==> src/inc/sbm_regs.svh <==
// Register offsets, field positions, reset values and fixed counts of the
// shunt and bus monitor alert block.
// Assumes a 32-bit APB with byte addresses; data sits in the low bits.
`ifndef SBM_REGS_SVH
`define SBM_REGS_SVH

// Register byte offsets
`define SBM_OFF_CONFIG   8'h00
`define SBM_OFF_MASK_EN  8'h04
`define SBM_OFF_CRIT1    8'h08
`define SBM_OFF_WARN1    8'h14
`define SBM_OFF_SUM_LIM  8'h20
`define SBM_OFF_PV_UP    8'h24
`define SBM_OFF_PV_LO    8'h28
`define SBM_OFF_SHUNT1   8'h2c
`define SBM_OFF_BUS1     8'h38
`define SBM_OFF_SUM      8'h44

// Configuration fields
`define SBM_CFG_MODE_LSB 0
`define SBM_CFG_AVG_LSB  3
`define SBM_CFG_CHEN_LSB 6

// Mask and enable fields
`define SBM_ME_CF_LSB    0
`define SBM_ME_SF_BIT    3
`define SBM_ME_WF_LSB    4
`define SBM_ME_PV_BIT    7
`define SBM_ME_CONVERSION_READY_FLAG_BIT  8
`define SBM_ME_SCC_LSB   12

// Reset values
`define SBM_MODE_RST     3'h7
`define SBM_AVG_RST      3'h0
`define SBM_CHEN_RST     3'h7
`define SBM_SCC_RST      3'h0
`define SBM_LIM_MAX      16'h0fff
`define SBM_SUM_LIM_RST  16'h7fff
`define SBM_BUS_LSB_MV   8
`define SBM_PV_UP_MV     10000
`define SBM_PV_LO_MV     9000
`define SBM_PV_UP_RST    (16'(`SBM_PV_UP_MV / `SBM_BUS_LSB_MV))
`define SBM_PV_LO_RST    (16'(`SBM_PV_LO_MV / `SBM_BUS_LSB_MV))

// Converter word and pass layout
`define SBM_ADC_BITS     13
`define SBM_LAST_SLOT    3'h5

`endif

==> src/inc/sbm_pkg.sv <==
// Types shared by the shunt and bus monitor alert block.
// Assumes sbm_regs.svh supplies the numeric constants.
package sbm_pkg;

	typedef logic signed [15:0] sbm_word_t;

	typedef enum logic [1:0] {
		SBM_IDLE = 2'b00,
		SBM_PICK = 2'b01,
		SBM_WAIT = 2'b10
	} sbm_seq_t;

endpackage

==> src/logic/sbm_monitor.sv <==
// Conversion sequencer, averaging and alert logic of a three-channel shunt
// and bus voltage monitor, with an APB register slave.
// Assumes an external converter that returns each result serially on a
// free clock pin (sampled here) and open-drain alert pads outside.
//
// The APB register port and the register offsets were left to the implementer.
`timescale 1ns/1ns
`include "sbm_regs.svh"

module sbm_monitor (
	input  wire logic               clk_sys,     // 25 MHz clock
	input  wire logic               srst,        // Sync reset, high
	input  wire logic               psel,        // APB select
	input  wire logic               penable,     // APB access phase
	input  wire logic               pwrite,      // APB write
	input  wire logic [7:0]         paddr,       // APB byte address
	input  wire logic [31:0]        pwdata,      // APB write data
	output logic      [31:0]        prdata,      // APB read data
	output logic                    pready,      // APB ready
	output logic                    pslverr,     // APB error
	output logic                    conv_req,    // Start one conversion
	output logic      [2:0]         conv_sel,    // Channel and kind
	input  wire logic               adc_sclk,    // Result bit clock pin
	input  wire logic               adc_sdata,   // Result data pin
	input  wire logic               adc_frame,   // Result frame pin
	output logic                    crit_o,      // Critical pad out
	output logic                    crit_oe,     // Critical pad enable
	output logic                    warn_o,      // Warning pad out
	output logic                    warn_oe,     // Warning pad enable
	output logic                    power_good_output_o,  // Pad out
	output logic                    power_good_output_oe, // Pad enable
	output logic                    sequence_timing_output_o,  // Pad out
	output logic                    sequence_timing_output_oe  // Pad enable
);
	import sbm_pkg::*;

	////////////////////////////////////////////////////////////////////////
	// Functions

	function automatic logic [3:0] avg_shift(input logic [2:0] code);
		case (code)
			3'h0: avg_shift = 4'h0;
			3'h1: avg_shift = 4'h2;
			3'h2: avg_shift = 4'h4;
			3'h3: avg_shift = 4'h6;
			3'h4: avg_shift = 4'h7;
			3'h5: avg_shift = 4'h8;
			3'h6: avg_shift = 4'h9;
			default: avg_shift = 4'ha;
		endcase
	endfunction

	function automatic logic slot_wanted(input logic [2:0] slot,
			input logic [2:0] mode, input logic [2:0] chen);
		slot_wanted = chen[slot[2:1]] && (slot[0] ? mode[1] : mode[0]);
	endfunction

	////////////////////////////////////////////////////////////////////////
	// Registers and state

	logic [2:0]  mode_q, avg_q, chen_q, scc_q;
	sbm_word_t   crit_lim_q [3];
	sbm_word_t   warn_lim_q [3];
	sbm_word_t   shunt_raw_q [3];
	sbm_word_t   shunt_avg_q [3];
	sbm_word_t   bus_q [3];
	sbm_word_t   sum_lim_q, pv_up_q, pv_lo_q, sum_q;
	logic [2:0]  cf_q, wf_q;
	logic        sf_q, pv_good_q, conversion_ready_flag_q, run_q;
	sbm_seq_t    seq_q;
	logic [2:0]  slot_q;
	logic        pass_end;
	logic [2:0]  sclk_s, frame_s;
	logic [1:0]  sdat_s;
	logic [15:0] shift_q;
	logic        word_done, res_stb;
	sbm_word_t   res_val, sum_d;
	logic        eval_q;
	logic [2:0]  eval_slot_q;
	logic        sum_en;
	logic [31:0] rdata_d;
	logic        unmapped;
	logic        wr_done, rd_setup, cfg_wr, mask_rd;

	////////////////////////////////////////////////////////////////////////
	// APB slave: one wait-free access, answer registered in setup

	assign wr_done = psel && penable && pready && pwrite;
	assign rd_setup = psel && !penable && !pwrite;
	assign cfg_wr  = wr_done && paddr == `SBM_OFF_CONFIG;
	// Clear at capture, so a flag set after capture is never lost
	assign mask_rd = rd_setup && paddr == `SBM_OFF_MASK_EN;

	always_comb begin
		rdata_d  = 32'h0;
		unmapped = 1'b0;
		case (paddr)
			`SBM_OFF_CONFIG: rdata_d[8:0] = {chen_q, avg_q, mode_q};
			`SBM_OFF_MASK_EN: rdata_d[14:0] = {scc_q, 3'h0, conversion_ready_flag_q,
				pv_good_q, wf_q, sf_q, cf_q};
			8'h08: rdata_d[15:0] = crit_lim_q[0];
			8'h0c: rdata_d[15:0] = crit_lim_q[1];
			8'h10: rdata_d[15:0] = crit_lim_q[2];
			8'h14: rdata_d[15:0] = warn_lim_q[0];
			8'h18: rdata_d[15:0] = warn_lim_q[1];
			8'h1c: rdata_d[15:0] = warn_lim_q[2];
			`SBM_OFF_SUM_LIM: rdata_d[15:0] = sum_lim_q;
			`SBM_OFF_PV_UP: rdata_d[15:0] = pv_up_q;
			`SBM_OFF_PV_LO: rdata_d[15:0] = pv_lo_q;
			8'h2c: rdata_d[15:0] = shunt_avg_q[0];
			8'h30: rdata_d[15:0] = shunt_avg_q[1];
			8'h34: rdata_d[15:0] = shunt_avg_q[2];
			8'h38: rdata_d[15:0] = bus_q[0];
			8'h3c: rdata_d[15:0] = bus_q[1];
			8'h40: rdata_d[15:0] = bus_q[2];
			`SBM_OFF_SUM: rdata_d[15:0] = sum_q;
			default: unmapped = 1'b1;
		endcase
	end

	always_ff @(posedge clk_sys) begin
		if (srst) begin
			prdata  <= 32'h0;
			pready  <= 1'b0;
			pslverr <= 1'b0;
		end else begin
			pready  <= psel && !penable;
			pslverr <= psel && !penable && unmapped;
			if (psel && !penable)
				prdata <= pwrite ? 32'h0 : rdata_d;
		end
	end

	// Limits and selects; new values apply to the next comparison
	always_ff @(posedge clk_sys) begin
		if (srst) begin
			mode_q    <= `SBM_MODE_RST;
			avg_q     <= `SBM_AVG_RST;
			chen_q    <= `SBM_CHEN_RST;
			scc_q     <= `SBM_SCC_RST;
			sum_lim_q <= `SBM_SUM_LIM_RST;
			pv_up_q   <= `SBM_PV_UP_RST;
			pv_lo_q   <= `SBM_PV_LO_RST;
			for (int i = 0; i < 3; i++) begin
				crit_lim_q[i] <= `SBM_LIM_MAX;
				warn_lim_q[i] <= `SBM_LIM_MAX;
			end
		end else if (wr_done) begin
			case (paddr)
				`SBM_OFF_CONFIG: begin
					mode_q <= pwdata[`SBM_CFG_MODE_LSB +: 3];
					avg_q  <= pwdata[`SBM_CFG_AVG_LSB +: 3];
					chen_q <= pwdata[`SBM_CFG_CHEN_LSB +: 3];
				end
				`SBM_OFF_MASK_EN: scc_q <= pwdata[`SBM_ME_SCC_LSB +: 3];
				8'h08: crit_lim_q[0] <= pwdata[15:0];
				8'h0c: crit_lim_q[1] <= pwdata[15:0];
				8'h10: crit_lim_q[2] <= pwdata[15:0];
				8'h14: warn_lim_q[0] <= pwdata[15:0];
				8'h18: warn_lim_q[1] <= pwdata[15:0];
				8'h1c: warn_lim_q[2] <= pwdata[15:0];
				`SBM_OFF_SUM_LIM: sum_lim_q <= pwdata[15:0];
				`SBM_OFF_PV_UP: pv_up_q <= pwdata[15:0];
				`SBM_OFF_PV_LO: pv_lo_q <= pwdata[15:0];
				default: ;
			endcase
		end
	end

	////////////////////////////////////////////////////////////////////////
	// Converter result port: pins pass two flops, third stage finds edges

	always_ff @(posedge clk_sys) begin
		if (srst) begin
			sclk_s  <= 3'h0;
			sdat_s  <= 2'h0;
			frame_s <= 3'h0;
		end else begin
			sclk_s  <= {sclk_s[1:0], adc_sclk};
			sdat_s  <= {sdat_s[0], adc_sdata};
			frame_s <= {frame_s[1:0], adc_frame};
		end
	end

	always_ff @(posedge clk_sys) begin
		if (srst)
			shift_q <= 16'h0;
		else if (frame_s[1] && sclk_s[1] && !sclk_s[2])
			shift_q <= {shift_q[14:0], sdat_s[1]};
	end

	assign word_done = frame_s[2] && !frame_s[1];
	assign res_stb   = word_done && seq_q == SBM_WAIT;
	assign res_val   = sbm_word_t'({{(16 - `SBM_ADC_BITS)
		{shift_q[`SBM_ADC_BITS - 1]}}, shift_q[`SBM_ADC_BITS - 1:0]});

	////////////////////////////////////////////////////////////////////////
	// Sequencer: slots shunt1, bus1, shunt2, bus2, shunt3, bus3

	assign pass_end = slot_q == `SBM_LAST_SLOT && ((seq_q == SBM_PICK &&
		!slot_wanted(slot_q, mode_q, chen_q)) || res_stb);

	always_ff @(posedge clk_sys) begin
		if (srst) begin
			seq_q    <= SBM_PICK;
			run_q    <= 1'b1;
			slot_q   <= 3'h0;
			conv_req <= 1'b0;
			conv_sel <= 3'h0;
		end else begin
			conv_req <= 1'b0;
			if (cfg_wr) begin
				// Any mode write restarts the pass; power-down stops it
				run_q  <= pwdata[1:0] != 2'h0;
				seq_q  <= pwdata[1:0] != 2'h0 ? SBM_PICK : SBM_IDLE;
				slot_q <= 3'h0;
			end else begin
				case (seq_q)
					SBM_IDLE: slot_q <= 3'h0;
					SBM_PICK: begin
						if (slot_wanted(slot_q, mode_q, chen_q)) begin
							conv_req <= 1'b1;
							conv_sel <= slot_q;
							seq_q    <= SBM_WAIT;
						end else if (!pass_end) begin
							slot_q <= slot_q + 3'h1;
						end
					end
					SBM_WAIT: begin
						if (res_stb && !pass_end) begin
							slot_q <= slot_q + 3'h1;
							seq_q  <= SBM_PICK;
						end
					end
					default: seq_q <= SBM_IDLE;
				endcase
				if (pass_end) begin
					slot_q <= 3'h0;
					if (mode_q[2]) begin
						seq_q <= SBM_PICK;
					end else begin
						seq_q <= SBM_IDLE;
						run_q <= 1'b0;
					end
				end
			end
		end
	end

	// Pass completion wins over a clear in the same cycle
	always_ff @(posedge clk_sys) begin
		if (srst)
			conversion_ready_flag_q <= 1'b0;
		else if (pass_end)
			conversion_ready_flag_q <= 1'b1;
		else if ((cfg_wr && pwdata[1:0] != 2'h0) || mask_rd)
			conversion_ready_flag_q <= 1'b0;
	end

	////////////////////////////////////////////////////////////////////////
	// Results, averaging and comparisons

	always_comb begin
		sum_d = 16'h0;
		for (int i = 0; i < 3; i++)
			if (scc_q[i])
				sum_d = sum_d + shunt_raw_q[i];
	end

	// Fewer than two selected channels turns the sum flag off
	assign sum_en = scc_q == 3'h3 || scc_q == 3'h5 || scc_q == 3'h6 ||
		scc_q == 3'h7;

	always_ff @(posedge clk_sys) begin
		if (srst) begin
			cf_q <= 3'h0;
			eval_q <= 1'b0;
			eval_slot_q <= 3'h0;
			for (int i = 0; i < 3; i++) begin
				shunt_raw_q[i] <= 16'h0;
				shunt_avg_q[i] <= 16'h0;
				bus_q[i]       <= 16'h0;
			end
		end else begin
			eval_q      <= res_stb;
			eval_slot_q <= conv_sel;
			if (res_stb && !conv_sel[0]) begin
				shunt_raw_q[conv_sel[2:1]] <= res_val;
				shunt_avg_q[conv_sel[2:1]] <= 16'(shunt_avg_q[conv_sel[2:1]]
					+ ((17'(res_val) - 17'(shunt_avg_q[conv_sel[2:1]]))
					>>> avg_shift(avg_q)));
				cf_q[conv_sel[2:1]] <= res_val >
					crit_lim_q[conv_sel[2:1]];
			end
			if (res_stb && conv_sel[0])
				bus_q[conv_sel[2:1]] <= res_val;
		end
	end

	always_ff @(posedge clk_sys) begin
		if (srst) begin
			wf_q  <= 3'h0;
			sf_q  <= 1'b0;
			sum_q <= 16'h0;
		end else if (eval_q && !eval_slot_q[0]) begin
			wf_q[eval_slot_q[2:1]] <= shunt_avg_q[eval_slot_q[2:1]] >
				warn_lim_q[eval_slot_q[2:1]];
			sum_q <= sum_d;
			sf_q  <= sum_en && sum_d > sum_lim_q;
		end
	end

	// Hysteresis: rise needs all three at upper, fall needs one below lower
	always_ff @(posedge clk_sys) begin
		if (srst)
			pv_good_q <= 1'b0;
		else if (eval_q && eval_slot_q[0]) begin
			if (!pv_good_q && bus_q[0] >= pv_up_q && bus_q[1] >= pv_up_q &&
					bus_q[2] >= pv_up_q)
				pv_good_q <= 1'b1;
			else if (bus_q[0] < pv_lo_q || bus_q[1] < pv_lo_q ||
					bus_q[2] < pv_lo_q)
				pv_good_q <= 1'b0;
		end
	end

	////////////////////////////////////////////////////////////////////////
	// Open-drain alert pads: enable high pulls the pad low

	always_ff @(posedge clk_sys) begin
		if (srst) begin
			crit_o <= 1'b0;
			warn_o <= 1'b0;
			power_good_output_o <= 1'b0;
			sequence_timing_output_o <= 1'b0;
			crit_oe <= 1'b0;
			warn_oe <= 1'b0;
			power_good_output_oe <= 1'b1;
			sequence_timing_output_oe <= 1'b0;
		end else begin
			crit_oe <= |cf_q || sf_q;
			warn_oe <= |wf_q;
			power_good_output_oe <= !pv_good_q;
		end
	end
endmodule // sbm_monitor

==> config.mk <==
export PLATFORM = sky130hd
export DESIGN_NAME = sbm_monitor
export DESIGN_NICKNAME = d
export VERILOG_FILES = /design/src/inc/sbm_pkg.sv /design/src/logic/sbm_monitor.sv
export VERILOG_INCLUDE_DIRS = /design/src /design/src/inc
export SDC_FILE = /design/constraint.sdc
export NUM_CORES = 1
export LEC_CHECK = 0
export BUFFER_PORTS_ARGS = -buffer_cell sky130_fd_sc_hd__buf_2
export CORE_MARGIN = 4
export CORE_UTILIZATION = 45
export CTS_BUF_LIST = sky130_fd_sc_hd__clkbuf_8
export CTS_CLUSTER_DIAMETER = 40
export DETAILED_ROUTE_END_ITERATION = 12
export HOLD_SLACK_MARGIN = 0.05
export PLACE_DENSITY = 0.66
export RECOVER_POWER = 100
export SYNTH_ARGS = -nofsm -noshare
export SYNTH_HDL_FRONTEND = slang
export SYNTH_SLANG_ARGS = --single-unit
==> constraint.sdc <==
create_clock -name clk_sys -period 8.1 [get_ports clk_sys]
set_clock_uncertainty 0.15 [all_clocks]
set_input_delay 0.405 -clock clk_sys [delete_from_list [all_inputs] [get_ports clk_sys]]
set_output_delay 0.405 -clock clk_sys [all_outputs]
set_load 0.01 [all_outputs]
==> results.json <==
{
  "crit_buf_inv": 2,
  "hold_ws_ps": 107,
  "maxSlewViolCount": 275,
  "crit_arrival_ps": 7230,
  "post_cts_buffers": 0,
  "critPathSlowestCell": "dfxtp_1",
  "avgRoutedWirePerCell_um": 26.9,
  "drive_gt1_frac": 0.110,
  "grt_pass1_wl_um": 131000,
  "tns_ps": 0,
  "slew_headroom": -1.36,
  "initial_core_util": 0.457,
  "worst_r2r_path_depth": 22,
  "ctsResizeCount": 0,
  "num_rows": 84,
  "grt_util_all_layers": 0.309,
  "cts_tree": "yes",
  "overflow": 0,
  "cts_root_buf": "clkbuf_8",
  "cpPeakStageDelay_ps": 820,
  "place_area_sq_um": 25200,
  "die-area_sq_um": 57300,
  "syn_area_per_cell_sq_um": 9.62,
  "die_y_um": 239,
  "core_sq_um": 52800,
  "synth-main-ff-cell": "edfxtp_1",
  "synth_area_sq_um": 24100,
  "clk_pin_slew_worst_paths_ps": 60,
  "fin_util": 0.510,
  "fin_crit_ps": 7000,
  "async_flop_share": 0,
  "drc_errors": 0,
  "ios": 94,
  "p_per_area_nw_per_um2": 217,
  "synth-seq-cells": 380,
  "area_delta_synth_final_pct": 11.5,
  "dr.pass1.iters": 6,
  "violations": "max-capacitance violations, max-slew violations",
  "finalHoldViolCount": 0,
  "die_w_um": 239,
  "hold_end": "prdata[15]",
  "r2r_setup_slack_ps": 1100,
  "cap_violations": 9,
  "worstHoldStart": "pwrite",
  "antenna_left": 0,
  "critPathLaunchType": "register",
  "synth-seq-area-share": 0.414,
  "min_path_type": "input pin to register",
  "port_buffers": 56,
  "p_leak_nw": 10.7,
  "routabilityCongestion": 1.02,
  "crit_type": "register to register",
  "antenna_found_initial": 2,
  "htree_levels": 3,
  "setup_violations": 0,
  "whs_path_depth": 4,
  "nets": 2859,
  "rr_endpoint": "shunt_avg_q[1][14]",
  "vias_per_cell": 6.31,
  "drt_iter0_drc": 2655,
  "fillers": 4885,
  "synth.distinct_cells": 94,
  "outcome": "finished with violations",
  "yosys_warnings": 0,
  "grt_max_degree": 64,
  "hpwl_um": 67600,
  "crit_path_cell_trace": "buf_4 > mux4_2 > inv_1 > ha_1 > and3_1 > a221oi_1 > o211a_1 > nor3_1 > xnor2_1 > mux4_2 > o311ai_0 > ha_1 > fa_1 > a21o_1 > a21oi_1 > nand2b_1 > a211o_1 > a31oi_1 > a21o_1 > a21oi_1 > xor2_1 > nor2_1",
  "end_kind": "register",
  "fin_crit_sh": 0.865,
  "fmax_mhz": 143,
  "grt_setup_unrepaired": "false",
  "cts.sinks": 380,
  "clk_path_buf_depth": 3,
  "cts_made_buffers": 76,
  "synth_cells": 2507,
  "path_delay_family": "compound AO/OA/AOI/OAI gates",
  "tightest_slew_ps": 3540,
  "final_cell_area_sq_um": 26900,
  "grt_pass1_vias": 20100,
  "worstPathRequired_ps": 8320,
  "vias": 21200,
  "peakVddDrop_v": 0.000137,
  "totalWireLength_um": 90400,
  "synth_edf_count": 238,
  "critPathMaxFanout": 17,
  "clock_latency_ps": 650
}
-- cells in the mapped netlist (14+ instances only) --
| library cell | number | share of area |
|---|---|---|
| and2_1 | 55 | 0.014 |
| buf_1 | 16 | 0.0025 |
| nand2b_1 | 45 | 0.012 |
| o211ai_1 | 31 | 0.0097 |
| mux2_2 | 14 | 0.0065 |
| edfxtp_1 | 238 | 0.30 |
| a22o_1 | 17 | 0.0062 |
| o21ai_0 | 82 | 0.017 |
| mux4_2 | 33 | 0.031 |
| dfxtp_1 | 142 | 0.12 |
| xor2_1 | 20 | 0.0073 |
| clkbuf_1 | 91 | 0.014 |
| nor3_1 | 40 | 0.0083 |
| and3_1 | 57 | 0.015 |
| nand4_1 | 31 | 0.0080 |
| ha_1 | 204 | 0.11 |
| mux2i_1 | 68 | 0.028 |
| buf_4 | 23 | 0.0072 |
| a211oi_1 | 23 | 0.0072 |
| a21oi_1 | 192 | 0.040 |
| nand3_1 | 35 | 0.0073 |
| a21o_1 | 34 | 0.011 |
| or2_2 | 22 | 0.0057 |
| nor2b_1 | 35 | 0.0091 |
| a22oi_1 | 81 | 0.025 |
| nor2_1 | 241 | 0.038 |
| nand2_1 | 243 | 0.038 |
| xnor2_1 | 34 | 0.012 |
| o21a_1 | 16 | 0.0050 |
| a221oi_1 | 14 | 0.0051 |
| a31oi_1 | 18 | 0.0047 |
| inv_1 | 123 | 0.019 |
-- flip-flops by register name, summed over array words and instances, names as in the netlist, 16 cells and up, named ones only --
| register | cells |
|---|---|
| bus_q | 39 |
| crit_lim_q | 48 |
| prdata | 16 |
| pv_lo_q | 16 |
| pv_up_q | 16 |
| shunt_avg_q | 64 |
| shunt_raw_q | 39 |
| sum_lim_q | 16 |
| sum_q | 16 |
| warn_lim_q | 48 |
-- where the power goes --
part | leakage [nW] | switching [mW] | internal (mW)
Clock | 0.877 | 0.908 | 1.18
Combinational | 6.36 | 0.961 | 0.557
Sequential | 3.46 | 0.0826 | 2.15
Total | 10.7 | 1.95 | 3.89
-- stage by stage --
step                std cells  power [mW]  setup slack [ps]
floorplan                2527        3.30              2030
global placement         3193        3.72              1630
detailed placement       3193        3.75              1590
CTS                      3353        5.84              1560
global route             3353        6.10               589
finish                   3354        5.84              1100
-- worst max-delay path by stage --
stage              from                  to  slack, ps  depth (start not counted)
2_1_floorplan  register  shunt_avg_q[0][15]       2030                         25
3_3_place_gp   register  shunt_avg_q[0][15]       1630                         23
3_5_place_dp   register  shunt_avg_q[0][15]       1590                         23
4_1_cts        register  shunt_avg_q[0][15]       1560                         23
5_1_grt        register  shunt_avg_q[1][15]        590                         23
6_report       register  shunt_avg_q[1][14]       1100                         22
-- worst min-delay path: stages --
cell and delay, ps:
buf_2 150, nor4b_1 120, a21oi_1 130, nor2_1 50
-- cell families (layout without fill, tap and decap cells) --
| kind of cell | Yosys count | count (layout) | share of synthesized area |
|---|---|---|---|
| AO/OA/AOI/OAI | 612 | 612 | 0.169 |
| AND/OR/NAND/NOR | 864 | 864 | 0.174 |
| other | 1 | 22 | 0.000156 |
| XOR/XNOR | 54 | 54 | 0.0196 |
| multiplexers | 116 | 116 | 0.0662 |
| adder cells (fa/ha/maj) | 210 | 210 | 0.110 |
| flip-flops | 380 | 380 | 0.414 |
| buffers and inverters | 270 | 408 | 0.0463 |
-- final cells by class --
class                   count  area, sq um  area share
flip-flops and latches    380         9990       0.372
diodes                      1         2.50   0.0000930
clock inverters            50          378      0.0140
repair buffers            142          883      0.0328
well taps                 688          861      0.0320
multi-input cells        1877        13100       0.486
clock buffers              90         1240      0.0461
inverters                 126          473      0.0176
-- per-layer routing --
metal | up-vias | part of all wire | track usage
met5 | - | 0.00019 | 0
met4 | 2 | 0.051 | 0.132
met3 | 237 | 0.092 | 0.0639
met2 | 1156 | 0.45 | 0.487
met1 | 10300 | 0.41 | 0.415
li1 | 9417 | - | -
-- layout by cell type (no fill, tap or decap), drive strengths merged, types with 31 or more instances in the layout --
cell	count
a21o	34
a21oi	195
a22oi	81
and2	56
and3	58
buf	78
clkbuf	134
dfxtp	142
edfxtp	238
ha	204
inv	141
mux2i	69
mux4	33
nand2	243
nand2b	46
nand3	35
nand4	31
nor2	243
nor2b	35
nor3	42
o211ai	31
o21ai	88
xnor2	34
-- timing repair --
| action | 4_1_cts | 5_1_grt |
|---|---|---|
| setup endpoints to repair | 0 | 0 |
| endpoints found under the hold margin | 78 | 0 |
| hold buffers | 20 | 0 |
No activity file was read; power rests on OpenSTA's default activity.
